### config.mk
export PLATFORM = sky130hd
export DESIGN_NAME = cadm_decoder
export DESIGN_NICKNAME = d
export VERILOG_FILES = /design/src/shared/cadm_pkg.sv /design/src/shared/cadm_ea_if.sv /design/src/core/cadm_decoder.sv /design/src/core/cadm_ea_calc.sv
export SDC_FILE = /design/constraint.sdc
export NUM_CORES = 1
export LEC_CHECK = 0
export ABC_CLOCK_PERIOD_IN_PS = 4400
export CAP_MARGIN = 20
export CORE_MARGIN = 4
export CORE_UTILIZATION = 64
export CTS_CLUSTER_SIZE = 40
export DETAILED_ROUTE_END_ITERATION = 8
export DONT_BUFFER_PORTS = 1
export HOLD_SLACK_MARGIN = 0.05
export PLACE_DENSITY = 0.76
export SYNTH_ARGS = -nofsm -noshare
export SYNTH_HDL_FRONTEND = slang
export SYNTH_SLANG_ARGS = --single-unit
### constraint.sdc
create_clock -name sys_clk -period 4.4 [get_ports sys_clk]
set_clock_uncertainty 0.05 [all_clocks]
set_input_delay 0.66 -clock sys_clk [delete_from_list [all_inputs] [get_ports sys_clk]]
set_output_delay 0.66 -clock sys_clk [all_outputs]
set_load 0.01 [all_outputs]
### src/shared/cadm_pkg.sv
// Constants and types for the addressing-mode decoder.
// Assumes a byte-wide instruction stream and a 64 Kbyte byte-addressed space.
package cadm_pkg;

	// ------------------------------------------------------------
	// Prefix bytes
	// ------------------------------------------------------------
	localparam logic [7:0] y_index_prefix = 8'h90;
	localparam logic [7:0] y_indirect_prefix = 8'h91;
	localparam logic [7:0] indirect_prefix = 8'h92;

	// ------------------------------------------------------------
	// Effective addressing modes
	// ------------------------------------------------------------
	typedef enum logic [3:0] {
		AM_INH = 4'h0,
		AM_IMM = 4'h1,
		AM_DIR_S = 4'h2,
		AM_DIR_L = 4'h3,
		AM_IDX0 = 4'h4,
		AM_IDX_S = 4'h5,
		AM_IDX_L = 4'h6,
		AM_IND_S = 4'h7,
		AM_IND_L = 4'h8,
		AM_INDX_S = 4'h9,
		AM_INDX_L = 4'hA,
		AM_REL_D = 4'hB,
		AM_REL_I = 4'hC
	} cadm_amode_t;

	// ------------------------------------------------------------
	// Functional groups
	// ------------------------------------------------------------
	typedef enum logic [3:0] {
		GR_LOAD = 4'h0,
		GR_STACK = 4'h1,
		GR_INCDEC = 4'h2,
		GR_CMP = 4'h3,
		GR_LOGIC = 4'h4,
		GR_BIT = 4'h5,
		GR_BTJ = 4'h6,
		GR_ARITH = 4'h7,
		GR_SHIFT = 4'h8,
		GR_JUMP = 4'h9,
		GR_COND = 4'hA,
		GR_INT = 4'hB,
		GR_FLAG = 4'hC
	} cadm_group_t;

	// ------------------------------------------------------------
	// Instruction numbering: first number of each group, then the instruction count
	// ------------------------------------------------------------
	localparam logic [5:0] ID_STACK = 6'h02;
	localparam logic [5:0] ID_INCDEC = 6'h05;
	localparam logic [5:0] ID_CMP = 6'h07;
	localparam logic [5:0] ID_LOGIC = 6'h0A;
	localparam logic [5:0] ID_BIT = 6'h0F;
	localparam logic [5:0] ID_BTJ = 6'h11;
	localparam logic [5:0] ID_ARITH = 6'h13;
	localparam logic [5:0] ID_SHIFT = 6'h18;
	localparam logic [5:0] ID_JUMP = 6'h1F;
	localparam logic [5:0] ID_COND = 6'h27;
	localparam logic [5:0] ID_INT = 6'h37;
	localparam logic [5:0] ID_FLAG = 6'h3B;
	localparam logic [5:0] ID_COUNT = 6'h3F;

	// Individual instruction numbers; CLR, CPL, NEG, wait and HALT are treated specially by the decoder
	localparam logic [5:0] ID_LD = 6'h00;
	localparam logic [5:0] ID_CLR = 6'h01;
	localparam logic [5:0] ID_CPL = 6'h0D;
	localparam logic [5:0] ID_NEG = 6'h0E;
	localparam logic [5:0] ID_MUL = 6'h17;
	localparam logic [5:0] ID_JP = 6'h22;
	localparam logic [5:0] ID_CALL = 6'h23;
	localparam logic [5:0] wait_for_irq_op = 6'h38;
	localparam logic [5:0] ID_HALT = 6'h39;

	// Zero page high byte
	localparam logic [7:0] ZERO_PAGE = 8'h00;

endpackage : cadm_pkg

### src/shared/cadm_ea_if.sv
// Carrier between the decoder sequencer and its address adder.
// Assumes both ends sit on the same clock; the adder is combinational.
interface cadm_ea_if;
	logic [15:0] base;
	logic [7:0] idx;
	logic use_idx;
	logic [7:0] disp;
	logic rel;
	logic [15:0] sum;

	modport calc (
		input base,
		input idx,
		input use_idx,
		input disp,
		input rel,
		output sum
	);

	modport user (
		output base,
		output idx,
		output use_idx,
		output disp,
		output rel,
		input sum
	);
endinterface : cadm_ea_if

### src/core/cadm_decoder.sv
// Addressing-mode decoder and effective-address sequencer.
// Assumes opcode mode and number arrive with the opcode byte, and
// memory reads answer on the same clock with a one-cycle ack.

module cadm_decoder (
	// Clock, reset, enable
	input wire logic sys_clk,
	input wire logic rst_n,
	input wire logic ce,
	// Instruction byte stream
	input wire logic ib_valid,
	input wire logic [7:0] ib_data,
	output logic ib_ready,
	// Opcode side information, valid with the opcode byte
	input wire cadm_pkg::cadm_amode_t op_mode,
	input wire logic [5:0] op_id,
	input wire logic [15:0] op_pc,
	// Index registers
	input wire logic [7:0] x_val,
	input wire logic [7:0] y_val,
	// Memory read port for pointers
	output logic mem_req,
	output logic [15:0] mem_addr,
	input wire logic mem_ack,
	input wire logic [7:0] mem_rdata,
	// Decoded result
	output logic dec_valid,
	output cadm_pkg::cadm_amode_t dec_mode,
	output cadm_pkg::cadm_group_t dec_group,
	output logic [5:0] dec_id,
	output logic [2:0] dec_len,
	output logic [15:0] dec_ea,
	output logic [7:0] dec_imm,
	output logic [15:0] dec_target,
	output logic dec_use_y,
	output logic dec_illegal,
	// Power control
	input wire logic irq_wake,
	output logic wait_mode,
	output logic osc_stop
);

	// ------------------------------------------------------------
	// Sequencer states
	// ------------------------------------------------------------
	typedef enum logic [4:0] {
		ST_IDLE = 5'b00001,
		ST_OPND = 5'b00010,
		ST_PTR1 = 5'b00100,
		ST_PTR2 = 5'b01000,
		ST_DONE = 5'b10000
	} cadm_state_t;

	cadm_state_t state_reg;
	cadm_state_t state_next;
	cadm_pkg::cadm_amode_t mode_reg;
	logic [5:0] id_reg;
	logic [15:0] pc_reg;
	logic use_y_reg;
	logic pfx_reg;
	logic pfx_y_reg;
	logic pfx_ind_reg;
	logic pfx_iy_reg;
	logic [1:0] need_reg;
	logic [1:0] cnt_reg;
	logic [15:0] word_reg;
	logic [15:0] ptr_reg;
	logic take;
	logic is_prefix;
	logic ptr_long;
	logic [15:0] next_pc;
	cadm_pkg::cadm_amode_t mode_eff;
	logic [1:0] need_eff;
	logic done;

	cadm_ea_if ea_bus ();

	cadm_ea_calc u_calc (
		.ea(ea_bus)
	);

	// ------------------------------------------------------------
	// Classification helpers
	// ------------------------------------------------------------

	// Group from instruction number
	function automatic cadm_pkg::cadm_group_t group_of(input logic [5:0] id);
		if (id >= cadm_pkg::ID_FLAG) begin
			group_of = cadm_pkg::GR_FLAG;
		end else if (id >= cadm_pkg::ID_INT) begin
			group_of = cadm_pkg::GR_INT;
		end else if (id >= cadm_pkg::ID_COND) begin
			group_of = cadm_pkg::GR_COND;
		end else if (id >= cadm_pkg::ID_JUMP) begin
			group_of = cadm_pkg::GR_JUMP;
		end else if (id >= cadm_pkg::ID_SHIFT) begin
			group_of = cadm_pkg::GR_SHIFT;
		end else if (id >= cadm_pkg::ID_ARITH) begin
			group_of = cadm_pkg::GR_ARITH;
		end else if (id >= cadm_pkg::ID_BTJ) begin
			group_of = cadm_pkg::GR_BTJ;
		end else if (id >= cadm_pkg::ID_BIT) begin
			group_of = cadm_pkg::GR_BIT;
		end else if (id >= cadm_pkg::ID_LOGIC) begin
			group_of = cadm_pkg::GR_LOGIC;
		end else if (id >= cadm_pkg::ID_CMP) begin
			group_of = cadm_pkg::GR_CMP;
		end else if (id >= cadm_pkg::ID_INCDEC) begin
			group_of = cadm_pkg::GR_INCDEC;
		end else if (id >= cadm_pkg::ID_STACK) begin
			group_of = cadm_pkg::GR_STACK;
		end else begin
			group_of = cadm_pkg::GR_LOAD;
		end
	endfunction

	// Memory read-modify-write instructions: short forms only
	function automatic logic short_only(input logic [5:0] id);
		short_only = (id == cadm_pkg::ID_CLR) ||
			(id >= cadm_pkg::ID_INCDEC && id < cadm_pkg::ID_CMP) ||
			(id == cadm_pkg::ID_CMP + 6'h01) ||
			(id == cadm_pkg::ID_CPL) || (id == cadm_pkg::ID_NEG) ||
			(id >= cadm_pkg::ID_BIT && id < cadm_pkg::ID_ARITH) ||
			(id >= cadm_pkg::ID_SHIFT && id < cadm_pkg::ID_JUMP);
	endfunction

	// Long forms of memory access modes
	function automatic logic long_form(input cadm_pkg::cadm_amode_t m);
		long_form = (m == cadm_pkg::AM_DIR_L) || (m == cadm_pkg::AM_IDX_L) ||
			(m == cadm_pkg::AM_IND_L) || (m == cadm_pkg::AM_INDX_L);
	endfunction

	// Operand bytes after the opcode for each mode
	function automatic logic [1:0] bytes_of(input cadm_pkg::cadm_amode_t m);
		unique case (m)
			cadm_pkg::AM_INH: bytes_of = 2'h0;
			cadm_pkg::AM_IDX0: bytes_of = 2'h0;
			cadm_pkg::AM_DIR_L: bytes_of = 2'h2;
			cadm_pkg::AM_IDX_L: bytes_of = 2'h2;
			cadm_pkg::AM_IMM: bytes_of = 2'h1;
			default: bytes_of = 2'h1;
		endcase
	endfunction

	// ------------------------------------------------------------
	// Prefix translation of the opcode's base mode
	// ------------------------------------------------------------

	// Indirect prefixes turn direct, short and long indexed and relative into indirect
	always_comb begin
		mode_eff = op_mode;
		if (pfx_ind_reg || pfx_iy_reg) begin
			unique case (op_mode)
				cadm_pkg::AM_DIR_S: mode_eff = cadm_pkg::AM_IND_S;
				cadm_pkg::AM_DIR_L: mode_eff = cadm_pkg::AM_IND_L;
				cadm_pkg::AM_IDX_S: mode_eff = cadm_pkg::AM_INDX_S;
				cadm_pkg::AM_IDX_L: mode_eff = cadm_pkg::AM_INDX_L;
				cadm_pkg::AM_REL_D: mode_eff = cadm_pkg::AM_REL_I;
				default: mode_eff = op_mode;
			endcase
		end
	end

	assign need_eff = bytes_of(mode_eff);
	assign ptr_long = (mode_reg == cadm_pkg::AM_IND_L) ||
		(mode_reg == cadm_pkg::AM_INDX_L);

	// ------------------------------------------------------------
	// Handshakes
	// ------------------------------------------------------------

	// Stream stalls in low-power states and while reading pointers
	assign ib_ready = ce && !wait_mode && !osc_stop &&
		(state_reg == ST_IDLE || state_reg == ST_OPND);
	assign take = ib_valid && ib_ready;
	assign is_prefix = (state_reg == ST_IDLE) && !pfx_reg &&
		(ib_data == cadm_pkg::y_index_prefix ||
		ib_data == cadm_pkg::y_indirect_prefix ||
		ib_data == cadm_pkg::indirect_prefix);
	assign mem_req = ce && (state_reg == ST_PTR1 || state_reg == ST_PTR2);
	assign mem_addr = ptr_reg;
	assign done = ce && (state_reg == ST_DONE);

	// ------------------------------------------------------------
	// Next state
	// ------------------------------------------------------------
	always_comb begin
		state_next = state_reg;
		unique case (state_reg)
			ST_IDLE: begin
				if (take && !is_prefix) begin
					state_next = (need_eff == 2'h0) ? ST_DONE : ST_OPND;
				end
			end
			ST_OPND: begin
				if (take && cnt_reg + 2'h1 == need_reg) begin
					if (mode_reg == cadm_pkg::AM_IND_S ||
						mode_reg == cadm_pkg::AM_IND_L ||
						mode_reg == cadm_pkg::AM_INDX_S ||
						mode_reg == cadm_pkg::AM_INDX_L ||
						mode_reg == cadm_pkg::AM_REL_I) begin
						state_next = ST_PTR1;
					end else begin
						state_next = ST_DONE;
					end
				end
			end
			ST_PTR1: begin
				if (mem_req && mem_ack) begin
					state_next = ptr_long ? ST_PTR2 : ST_DONE;
				end
			end
			ST_PTR2: begin
				if (mem_req && mem_ack) begin
					state_next = ST_DONE;
				end
			end
			ST_DONE: state_next = ST_IDLE;
			default: state_next = ST_IDLE;
		endcase
	end

	// State register
	always_ff @(posedge sys_clk) begin
		if (!rst_n) begin
			state_reg <= ST_IDLE;
		end else if (ce) begin
			state_reg <= state_next;
		end
	end

	// ------------------------------------------------------------
	// Prefix capture
	// ------------------------------------------------------------
	always_ff @(posedge sys_clk) begin
		if (!rst_n) begin
			pfx_reg <= 1'b0;
			pfx_y_reg <= 1'b0;
			pfx_ind_reg <= 1'b0;
			pfx_iy_reg <= 1'b0;
		end else if (ce) begin
			if (take && is_prefix) begin
				pfx_reg <= 1'b1;
				pfx_y_reg <= ib_data == cadm_pkg::y_index_prefix;
				pfx_ind_reg <= ib_data == cadm_pkg::indirect_prefix;
				pfx_iy_reg <= ib_data == cadm_pkg::y_indirect_prefix;
			end else if (done) begin
				pfx_reg <= 1'b0;
				pfx_y_reg <= 1'b0;
				pfx_ind_reg <= 1'b0;
				pfx_iy_reg <= 1'b0;
			end
		end
	end

	// ------------------------------------------------------------
	// Opcode capture
	// ------------------------------------------------------------
	always_ff @(posedge sys_clk) begin
		if (!rst_n) begin
			mode_reg <= cadm_pkg::AM_INH;
			id_reg <= 6'h00;
			pc_reg <= 16'h0000;
			use_y_reg <= 1'b0;
			need_reg <= 2'h0;
		end else if (ce && take && state_reg == ST_IDLE && !is_prefix) begin
			mode_reg <= mode_eff;
			id_reg <= op_id;
			pc_reg <= op_pc;
			use_y_reg <= pfx_y_reg || pfx_iy_reg;
			need_reg <= need_eff;
		end
	end

	// ------------------------------------------------------------
	// Operand bytes, high byte first
	// ------------------------------------------------------------
	always_ff @(posedge sys_clk) begin
		if (!rst_n) begin
			cnt_reg <= 2'h0;
			word_reg <= 16'h0000;
		end else if (ce) begin
			if (take && state_reg == ST_IDLE) begin
				cnt_reg <= 2'h0;
				word_reg <= 16'h0000;
			end else if (take && state_reg == ST_OPND) begin
				cnt_reg <= cnt_reg + 2'h1;
				word_reg <= {word_reg[7:0], ib_data};
			end
		end
	end

	// ------------------------------------------------------------
	// Pointer reads from the zero page
	// ------------------------------------------------------------
	always_ff @(posedge sys_clk) begin
		if (!rst_n) begin
			ptr_reg <= 16'h0000;
		end else if (ce) begin
			if (take && state_reg == ST_OPND) begin
				ptr_reg <= {cadm_pkg::ZERO_PAGE, ib_data};
			end else if (mem_req && mem_ack && state_reg == ST_PTR1) begin
				ptr_reg <= {cadm_pkg::ZERO_PAGE, ptr_reg[7:0] + 8'h01};
			end
		end
	end

	// Pointer value replaces the operand word
	logic [15:0] ptr_val_reg;
	always_ff @(posedge sys_clk) begin
		if (!rst_n) begin
			ptr_val_reg <= 16'h0000;
		end else if (ce && mem_req && mem_ack) begin
			if (state_reg == ST_PTR1) begin
				ptr_val_reg <= {8'h00, mem_rdata};
			end else begin
				ptr_val_reg <= {ptr_val_reg[7:0], mem_rdata};
			end
		end
	end

	// ------------------------------------------------------------
	// Address adder inputs
	// ------------------------------------------------------------

	// Address after the whole instruction, prefix excluded from PC base
	assign next_pc = pc_reg + {14'h0000, need_reg} + 16'h0001;

	always_comb begin
		ea_bus.base = word_reg;
		ea_bus.idx = use_y_reg ? y_val : x_val;
		ea_bus.use_idx = 1'b0;
		ea_bus.disp = 8'h00;
		ea_bus.rel = 1'b0;
		unique case (mode_reg)
			cadm_pkg::AM_IDX0: begin
				ea_bus.base = 16'h0000;
				ea_bus.use_idx = 1'b1;
			end
			cadm_pkg::AM_IDX_S, cadm_pkg::AM_IDX_L: begin
				ea_bus.use_idx = 1'b1;
			end
			cadm_pkg::AM_IND_S, cadm_pkg::AM_IND_L: begin
				ea_bus.base = ptr_val_reg;
			end
			cadm_pkg::AM_INDX_S, cadm_pkg::AM_INDX_L: begin
				ea_bus.base = ptr_val_reg;
				ea_bus.use_idx = 1'b1;
			end
			cadm_pkg::AM_REL_D: begin
				ea_bus.base = next_pc;
				ea_bus.disp = word_reg[7:0];
				ea_bus.rel = 1'b1;
			end
			cadm_pkg::AM_REL_I: begin
				ea_bus.base = next_pc;
				ea_bus.disp = ptr_val_reg[7:0];
				ea_bus.rel = 1'b1;
			end
			default: ea_bus.base = word_reg;
		endcase
	end

	// ------------------------------------------------------------
	// Decoded result registers
	// ------------------------------------------------------------
	always_ff @(posedge sys_clk) begin
		if (!rst_n) begin
			dec_valid <= 1'b0;
			dec_mode <= cadm_pkg::AM_INH;
			dec_group <= cadm_pkg::GR_LOAD;
			dec_id <= 6'h00;
			dec_len <= 3'h0;
			dec_ea <= 16'h0000;
			dec_imm <= 8'h00;
			dec_target <= 16'h0000;
			dec_use_y <= 1'b0;
			dec_illegal <= 1'b0;
		end else if (ce) begin
			dec_valid <= done;
			if (done) begin
				dec_mode <= mode_reg;
				dec_group <= group_of(id_reg);
				dec_id <= id_reg;
				dec_len <= {1'b0, need_reg} + 3'h1 + {2'h0, pfx_reg};
				dec_ea <= ea_bus.rel ? 16'h0000 : ea_bus.sum;
				dec_imm <= (mode_reg == cadm_pkg::AM_IMM) ?
					word_reg[7:0] : 8'h00;
				dec_target <= ea_bus.rel ? ea_bus.sum : next_pc;
				dec_use_y <= use_y_reg;
				// Beyond the instruction count, or a long form on a
				// short-only instruction; long-and-short ones pass
				dec_illegal <= (id_reg >= cadm_pkg::ID_COUNT) ||
					(short_only(id_reg) && long_form(mode_reg));
			end
		end
	end

	// ------------------------------------------------------------
	// Low-power requests
	// ------------------------------------------------------------

	// Wait: stream stalls until an interrupt arrives
	always_ff @(posedge sys_clk) begin
		if (!rst_n) begin
			wait_mode <= 1'b0;
		end else if (ce) begin
			if (irq_wake) begin
				wait_mode <= 1'b0;
			end else if (done && id_reg == cadm_pkg::wait_for_irq_op) begin
				wait_mode <= 1'b1;
			end
		end
	end

	// Halt: oscillator stop held until an interrupt wakes the core
	always_ff @(posedge sys_clk) begin
		if (!rst_n) begin
			osc_stop <= 1'b0;
		end else if (ce) begin
			if (irq_wake) begin
				osc_stop <= 1'b0;
			end else if (done && id_reg == cadm_pkg::ID_HALT) begin
				osc_stop <= 1'b1;
			end
		end
	end

endmodule // cadm_decoder

### src/core/cadm_ea_calc.sv
// Effective-address adder: unsigned index sum or signed PC offset.
// Assumes the caller holds its inputs stable for the cycle it samples sum.
module cadm_ea_calc (
	// Address terms and result
	cadm_ea_if.calc ea
);

	logic [15:0] idx_ext;
	logic [15:0] disp_ext;

	// Unsigned index extension, sign extension of the offset
	assign idx_ext = ea.use_idx ? {8'h00, ea.idx} : 16'h0000;
	assign disp_ext = {{8{ea.disp[7]}}, ea.disp};

	// Wraps within the 64 Kbyte space
	assign ea.sum = ea.rel ? ea.base + disp_ext : ea.base + idx_ext;

endmodule // cadm_ea_calc

After elaboration in Yosys (flattened, before gate mapping)
Index checks and enable logic that the tools add are counted.
{ "totals": {"ff_bits": 150, "input_bits": 64, "out_inout_bits": 80, "elab_cells": 207} }
{ "op_classes": {"add_sub_neg": 8, "n_lt_le_gt_ge": 16, "n_eq_ne": 38, "muxes": 49, "n_reduce_logical": 70} }
{ "ops": {"columns": ["operator", "n"], "rows": [
  ["2-to-1 mux 16 bit", 8],
  ["case mux 16 bit (3 select lines)", 1],
  ["2-to-1 mux 5 bit", 7],
  ["adder 16 bit", 2],
  ["== test 4 x 3 -> 1 bit, second input constant", 8],
  ["logical AND 1 bit", 26],
  ["== test 4 bit, second input constant", 6],
  ["== test 8 bit, second input constant", 3],
  ["greater-or-equal comparator 6 x 5 -> 1 bit, second input constant", 4],
  ["greater-or-equal comparator 6 bit, second input constant", 4],
  ["2-to-1 mux 4 bit", 6],
  ["2-to-1 mux 8 bit", 3],
  ["logical OR 1 bit", 21],
  ["case mux 4 bit (5 select lines)", 1],
  ["case mux 5 bit (4 select lines)", 1],
  ["== test 6 x 4 -> 1 bit, second input constant", 3],
  ["adder 16 x 1 -> 16 bit, second input constant", 1],
  ["adder 16 x 2 -> 16 bit", 1],
  ["== test 4 x 2 -> 1 bit, second input constant", 4],
  ["case mux 8 bit (2 select lines)", 1],
  ["== test 6 bit, second input constant", 2],
  ["greater-or-equal comparator 6 x 3 -> 1 bit, second input constant", 2],
  ["greater-or-equal comparator 6 x 4 -> 1 bit, second input constant", 2],
  ["< comparator 6 x 5 -> 1 bit, second input constant", 2],
  ["other kinds (29)", 62]
]} }

Logic depth before layout (Yosys ltp)
Gate-level depths: netlist (run 1).
{ "depth": {"ltp_word": 13, "mapped_depth": 16, "depth_no_buf": 15} }

Cells and area by module
A second synthesis (run 1) with hierarchy kept.
{ "unflattened": {"cells_unflattened": 1010, "hier_area_um2": 8044.0} }
{ "modules_own_cells": {"columns": ["mod", "instances", "cells_each", "area_per_inst_um2", "seq_area_each_um2"], "rows": [
  ["cadm_decoder", 1, 888, 7136.8, 2842.7],
  ["cadm_ea_calc", 1, 122, 907.1, 0.0]
]} }

Worst setup path before layout (run 1)
No wires, ideal clock.
{ "synth_path": {"path_type": "reg-to-reg", "from": "reg mode_reg[2]", "to": "reg dec_target[12]", "setup_time_ps": 70, "arrival_ps": 3747, "required_ps": 4280, "slack_ps": 533, "stages_incl_launch_ff": 17, "n_path_buf": 3, "synth_period_minus_slack_ps": 3867, "path_cell_list": "dfxtp_1 > buf_2 > and3b_1 > buf_2 > o21ai_1 > clkbuf_1 > nor2_1 > a221o_1 > ha_1 > fa_1 > a211oi_1 > o211ai_1 > a31oi_1 > a21oi_1 > xnor2_1 > or3_1 > a21oi_1"} }
{ "synth_via": {"elab_chain_len": 7, "word_cells_on_any_way": 21, "cone_classes": "add/sub: 2; eq/ne: 9; mux: 7; reduce/logical: 3"} }
{ "synth_rtl": {"columns": ["item", "line_no", "text"], "rows": [
  ["start: declaration", "cadm_decoder.sv:56", "cadm_pkg::cadm_amode_t mode_reg;"],
  ["start signal: assignment", "cadm_decoder.sv:261", "mode_reg <= cadm_pkg::AM_INH;"],
  ["start signal: assignment", "cadm_decoder.sv:267", "mode_reg <= mode_eff;"],
  ["== test 4 bit or == test 4 x 3 -> 1 bit (tied branches)", "cadm_decoder.sv:335", "unique case (mode_reg)"],
  ["OR reduction 5 bit (no line)", null, null],
  ["2-to-1 mux 1 bit", "cadm_decoder.sv:335", null],
  ["2-to-1 mux 8 bit", "cadm_ea_calc.sv:12", "assign idx_ext = ea.use_idx ? {8'h00, ea.idx} : 16'h0000;"],
  ["adder 16 bit", "cadm_ea_calc.sv:16", "assign ea.sum = ea.rel ? ea.base + disp_ext : ea.base + idx_ext;"],
  ["2-to-1 mux 16 bit", "cadm_ea_calc.sv:16", null],
  ["2-to-1 mux 16 bit *", "cadm_decoder.sv:389", "dec_target <= ea_bus.rel ? ea_bus.sum : next_pc;"],
  ["end signal: assignment", "cadm_decoder.sv:389", null],
  ["end: declaration", "cadm_decoder.sv:34", "output logic [15:0] dec_target,"]
]} }
Every way passes the cells marked *; elsewhere a longest branch is shown, timed or not.
A chain may end at the register's enable or synchronous reset.

Worst setup path after layout (run 1)
{ "layout_path": {"from": "reg need_reg[0]", "to": "reg dec_target[13]"} }
{ "layout_via": {"elab_chain_len": 6, "word_cells_on_any_way": 7, "cone_classes": "add/sub: 4; mux: 3"} }
{ "layout_rtl": {"columns": ["item", "line_no", "text"], "rows": [
  ["start: declaration", "cadm_decoder.sv:64", "logic [1:0] need_reg;"],
  ["start signal: assignment", "cadm_decoder.sv:271", "need_reg <= need_eff;"],
  ["adder 16 x 2 -> 16 bit *", "cadm_decoder.sv:327", "assign next_pc = pc_reg + {14'h0000, need_reg} + 16'h0001;"],
  ["adder 16 x 1 -> 16 bit *", "cadm_decoder.sv:327", null],
  ["case mux 16 bit (3 select lines)", "cadm_decoder.sv:335", null],
  ["adder 16 bit", "cadm_ea_calc.sv:16", null],
  ["2-to-1 mux 16 bit", "cadm_ea_calc.sv:16", null],
  ["2-to-1 mux 16 bit *", "cadm_decoder.sv:389", null]
]} }
Marks and branches as above.

==> results of run 1 <==
report_power, final:
part	internal, mW	switching, mW
combinational	0.123	0.217
clock	0.853	0.560
sequential	1.32	0.0576
synth_stat cells, types with 10 or more instances:
master | number | area, sq um
a21boi_0 | 77 | 578.1
a21o_1 | 10 | 75.07
a21oi_1 | 56 | 280.3
a22oi_1 | 36 | 270.3
buf_2 | 13 | 65.06
clkbuf_1 | 50 | 187.7
dfxtp_1 | 142 | 2843
ha_1 | 21 | 262.8
inv_1 | 17 | 63.81
mux2i_1 | 13 | 130.1
nand2_1 | 176 | 660.6
nand3_1 | 45 | 225.2
nor2_1 | 74 | 277.8
nor2b_1 | 15 | 93.84
nor3_1 | 13 | 65.06
o21ai_0 | 53 | 265.3
xnor2_1 | 17 | 148.9
xor2_1 | 12 | 105.1
per-stage QoR:
| stage | hold slack [ns] | utilization [%] | std cells | instance area (sq um) |
|---|---|---|---|---|
| floorplan | 0.3903 | - | 1007 | 7883 |
| global placement | 0.3999 | 65.34 | 1092 | 7849 |
| detailed placement | 0.4069 | 65.34 | 1092 | 7849 |
| CTS | 0.2791 | 70.19 | 1124 | 8431 |
| global route | 0.3142 | 70.47 | 1125 | 8464 |
| finish | 0.3246 | 70.47 | 1125 | 8464 |
cells by family (layout without fill, tap and decap cells):
| logic type | Yosys count | count (layout) | synth area share (%) |
|---|---|---|---|
| fa+ha+maj | 23 | 23 | 3.854 |
| compound gates | 311 | 311 | 26.92 |
| mux | 13 | 13 | 1.656 |
| xor+xnor | 29 | 29 | 3.233 |
| flops | 142 | 142 | 36.18 |
| simple gates | 389 | 389 | 23.13 |
| buf+inv | 92 | 63 | 4.985 |
| other cells | 1 | 8 | 0.04773 |
worst max-delay path, cell delays in order, from the launching register on:
cell	delay (ns)
dfxtp_1	0.36
inv_1	0.09
ha_1	0.20
fa_1	0.45
nor3_1	0.35
nand3_1	0.14
xor2_1	0.19
o21ai_0	0.11
ha_1	0.36
and2_1	0.21
a32o_1	0.31
o21ai_0	0.41
nand2_1	0.15
a221oi_1	0.37
a221oi_1	0.13
worst max-delay path by stage:
| stage | to | slack, ns | startpoint |
|---|---|---|---|
| 2_1_floorplan | dec_target[12] | 0.53 | mode_reg[2] |
| 3_3_place_gp | dec_ea[15] | 0.46 | need_reg[0] |
| 3_5_place_dp | dec_ea[15] | 0.37 | need_reg[0] |
| 4_1_cts | dec_ea[15] | 0.35 | need_reg[0] |
| 5_1_grt | dec_target[13] | 0.05 | need_reg[0] |
| 6_report | dec_target[13] | 0.37 | need_reg[0] |
repair_timing:
action,4_1_cts,5_1_grt
hold endpoints to repair,0,0
resized for setup,0,1
buffers inserted,0,0
endpoints found under the setup margin,0,1
area by class of cell:
class                      instances  area, sq um
fill                             962         3547
multi-input combinational        773         4667
clock buffer                      24        501.7
tap                              147        183.9
inverter                          17        63.81
timing repair buffer              14        125.1
clock inverter                     8        80.08
sequential                       142         2843
metal layers:
metal  global-route usage, %  routed length [microns]
met1                   45.19                    10050
met2                   49.59                    10070
met3                   7.847                     2010
met4                   10.86                      598
met5                       0                        0
==> summary.txt, run 1 <==
Status
  • Outcome: finished clean

Die
  • Die Ht: approximately 120 microns
  • Chip width: between 100 and 150 microns
  • Core area: roughly 12000 sq um
  • FP Rows: 40
  • Die area: about 14000 sq um
  • Starting Density: 65.41%
  • # IOs: around 140

Detailed routing
  • Vias per cell: approximately 6.6
  • Final WL: approximately 23 mm
  • Wire length per cell: around 20 microns
  • Final antenna-violating net count: 0
  • DRC: 0
  • Via Count: about 7400
  • Initial DRT Pass Iterations: 5
  • Initial drt markers: roughly 800

Final layout
  • Commonest non-fill, non-tap cell in the layout: nand2_1
  • Diode count: 0
  • Layout cell share with drive strength beyond 1: 5.930%
  • Area growth, synth to finish: 7.740%
  • Nets: around 1100
  • Most frequent cells in the layout: nand2_1, dfxtp_1, a21boi_0, nor2_1, a21oi_1

Clocking
  • Clock Sinks: 142
  • Cts bufs inserted: 17
  • Worst-skew pair later-pin latency: 0.43 ns
  • Root Driver: clkbuf_16
  • Clock Path Buffers: 2
  • Clk slew on worst S/H paths: about 0.060 ns
  • Cts hold-fix bufs: 0
  • TritonCTS clock tree: yes
  • H-tree depth: 4

Job
  • Max-cap viol count: 0

Power
  • PwrDens: between 300 and 400 nW/um^2
  • Max IR drop VDD: about 0.00031 V
  • Leakage: roughly 3 nW
  • Power consumption: approximately 3.1 mW

Logic synthesis
  • Area of the mapped netlist: between 7000 and 8000 sq um
  • Ys async rst share: 0%
  • Post-synthesis cell type count: roughly 70
  • Syn Area/Cell: approximately 7.9 sq um
  • Syn Inst Count: 1000
  • Top FF cell, synth: dfxtp_1
  • Synth warn: 0
  • #FFs+latches synth: 142
  • Sequential cell area fraction in the yosys report: between 30% and 40%
  • Number of flops mapped to enable cells by yosys: 0

Timing
  • Fin crit share: around nine tenths
  • Tmin final: ~4.0 ns
  • Max-slew headroom: about a third
  • Final WS setup: roughly 0.37 ns
  • RSZ-0062 raised after global routing: no
  • Tightest Pin Transition: between 1 and 1.5 ns
  • Fin. Hold Viols: 0
  • Setup-failing EPs final: 0
  • Fin. max-slew vios: 0
  • Post-Route Setup TNS: 0 ns
  • FMAX: around 250 MHz

Worst setup path
  • Reg-to-reg endpoint: dec_target[13]
  • Arrival time at the worst endpoint: approximately 4.3 ns
  • CP max FO: 4
  • R2R Setup Slk: around 0.37 ns
  • Critical path type: flop to flop
  • Critical Path End Type: flop
  • Startpoint Class: flop
  • Worst endpoint required time: ~4.6 ns
  • Worst flop-to-flop path startpoint: need_reg[0]
  • R2R depth: 14

Placed design
  • PortBufs: 0
  • Routability cong.: between 0.9 and 1
  • Post-DP HPWL: 16.30 mm
  • Setup Slack @ Placement: ~0.37 ns

Hold path
  • Hold path endpoint: id_reg[3]
  • Hold Crit Start: op_id[3]
  • Hold crit path type: primary input to flop
  • Worst Hold Depth: 2

GRT
  • Grt ovf: 0
  • Pin count of the biggest net entering global routing: between 100 and 150
  • Overall routing resource usage: 32.50%
  • Initial antenna violation count: 0
  • First-pass GRT wire length: between 30 and 40 mm
  • Vias in the first global route: about 7000
Note: power is estimated with default switching activity, not from simulation.
==> inputs of run 2 (changes only) <==
Settings changed: ABC_CLOCK_PERIOD_IN_PS 4400 to 5100, CORE_UTILIZATION 64 to 65, PLACE_DENSITY 0.76 to 0.77.
Clock period 4.4 ns to 5.1 ns, I/O delays scaled along.
==> summary.txt, run 2 (synthesis results as in run 1) <==
Final layout
  • Most frequent cells in the layout: nand2_1, dfxtp_1, a21boi_0, nor2_1, a21oi_1
  • Final Non-Filler Cells: around 1100
  • Diode count: 0
  • Layout cell share with drive strength beyond 1: under 10%
  • Commonest non-fill, non-tap cell in the layout: nand2_1
  • Fillers: roughly 900
  • Area growth, synth to finish: 7.230%
  • Nets: around 1000

GRT
  • Initial antenna violation count: 0
  • First-pass GRT wire length: about 37 mm
  • Grt ovf: 0
  • Vias in the first global route: 7039
  • Pin count of the biggest net entering global routing: ~120
  • Overall routing resource usage: roughly a third

Placed design
  • Routability cong.: between 0.9 and 1
  • PortBufs: 0
  • Post-DP HPWL: 16.48 mm
  • Placed cell count: between 1000 and 1500

Clocking
  • Root Driver: clkbuf_16
  • TritonCTS clock tree: yes
  • CTS-repair resized insts: 0
  • Clock Path Buffers: 2
  • Post-CTS Setup Bufs: 0
  • Clock Sinks: between 100 and 150
  • Worst-skew pair later-pin latency: about 0.43 ns
  • Cts hold-fix bufs: 0
  • Cts bufs inserted: 17
  • H-tree depth: 4
  • Clk slew on worst S/H paths: around 0.070 ns

Die
  • FP Rows: 39
  • # IOs: between 100 and 150
  • Chip width: 117.9 microns
  • Die Ht: between 100 and 150 microns
  • Die area: around 14000 sq um
  • Starting Density: ~68%
  • Core area: between 10000 and 15000 sq um

Hold path
  • Hold crit path type: primary input to flop
  • Hold path endpoint: state_reg[0]
  • Hold Crit Start: rst_n
  • Worst Hold Depth: 1

Worst setup path
  • R2R Setup Slk: a little under 0.9 ns
  • Critical Path End Type: flop
  • Worst endpoint required time: about 5.4 ns
  • CP max FO: 16
  • Arrival time at the worst endpoint: ~4.5 ns
  • Startpoint Class: flop
  • R2R depth: 12
  • Critical path type: flop to flop
  • Worst flop-to-flop path startpoint: mode_reg[2]
  • Reg-to-reg endpoint: dec_target[12]

Power
  • Leakage: around 3 nW
  • PwrDens: about 330 nW/um^2
  • Power consumption: approximately 2.8 mW
  • Max IR drop VDD: ~0.00034 V

Timing
  • Fin. Hold Viols: 0
  • RSZ-0062 raised after global routing: no
  • Setup-failing EPs final: 0
  • Tightest Pin Transition: 1.040 ns
  • Fin. max-slew vios: 0
  • FMAX: approximately 240 MHz
  • Post-Route Setup TNS: 0 ns
  • Fin crit share: roughly 83%
  • Max-slew headroom: between 30% and 40%
  • Tmin final: roughly 4.2 ns

Job
  • Max-cap viol count: 0

Detailed routing
  • Final antenna-violating net count: 0
  • Via Count: about 7400
  • Vias per cell: between 6 and 7
  • Initial drt markers: around 750
  • Final WL: around 23 mm
  • Wire length per cell: just over 20 microns
  • DRC: 0
  • Initial DRT Pass Iterations: 5

Status
  • Outcome: finished clean
==> run 2: layout make-up <==
| cell class | instances | area [sq um] | area share (%) |
|---|---|---|---|
| timing repair buffer | 7 | 60.06 | 0.7129 |
| clock inverter | 14 | 188.9 | 2.243 |
| sequential | 142 | 2843 | 33.74 |
| inverter | 17 | 63.81 | 0.7575 |
| tap | 143 | 178.9 | 2.124 |
| clock buffer | 18 | 429.2 | 5.094 |
| multi-input combinational | 773 | 4661 | 55.32 |
==> run 2: worst max-delay path by stage <==
stage,from,endpoint,slack [ns]
after global placement,mode_reg[2],dec_target[12],1.14
after detailed placement,mode_reg[2],dec_target[12],1.02
after global routing,mode_reg[2],dec_target[12],0.58
after CTS,mode_reg[2],dec_target[12],0.96
after floorplan,mode_reg[2],dec_target[12],1.23
final,mode_reg[2],dec_target[12],0.88
==> run 2: report_power, final <==
group	switching, mW	internal, mW	leakage [nW]
Clock	0.497	0.819	0.309
Combinational	0.187	0.0990	1.61
Sequential	0.0545	1.14	1.15
==> run 2: routing by layer <==
metal	global-route usage (%)	wire length [microns]
met5	0	0
met4	11.50	593
met3	8.265	2112
met2	52.14	10730
met1	44.17	9661
==> run 2: worst max-delay path: stages, from the launching register on <==
cell      delay (ns)
dfxtp_1         0.55
or3b_4          0.46
and3_1          0.35
a221o_1         0.37
ha_1            0.22
fa_1            0.49
a211oi_1        0.33
o211ai_1        0.19
a31oi_1         0.38
a21oi_1         0.16
xnor2_1         0.16
or3_1           0.31
a21oi_1         0.14
==> run 2: stage by stage <==
| step | hold WS (ns) | area (sq um) | worst slack, ns | util [%] |
|---|---|---|---|---|
| after floorplan | 0.3903 | 7883 | 1.233 | - |
| after global placement | 0.3994 | 7791 | 1.145 | 67.09 |
| after detailed placement | 0.4058 | 7791 | 1.022 | 67.09 |
| after CTS | 0.3750 | 8409 | 0.9604 | 72.41 |
| after global routing | 0.3955 | 8424 | 0.5793 | 72.54 |
| final | 0.4142 | 8424 | 0.8828 | 72.54 |
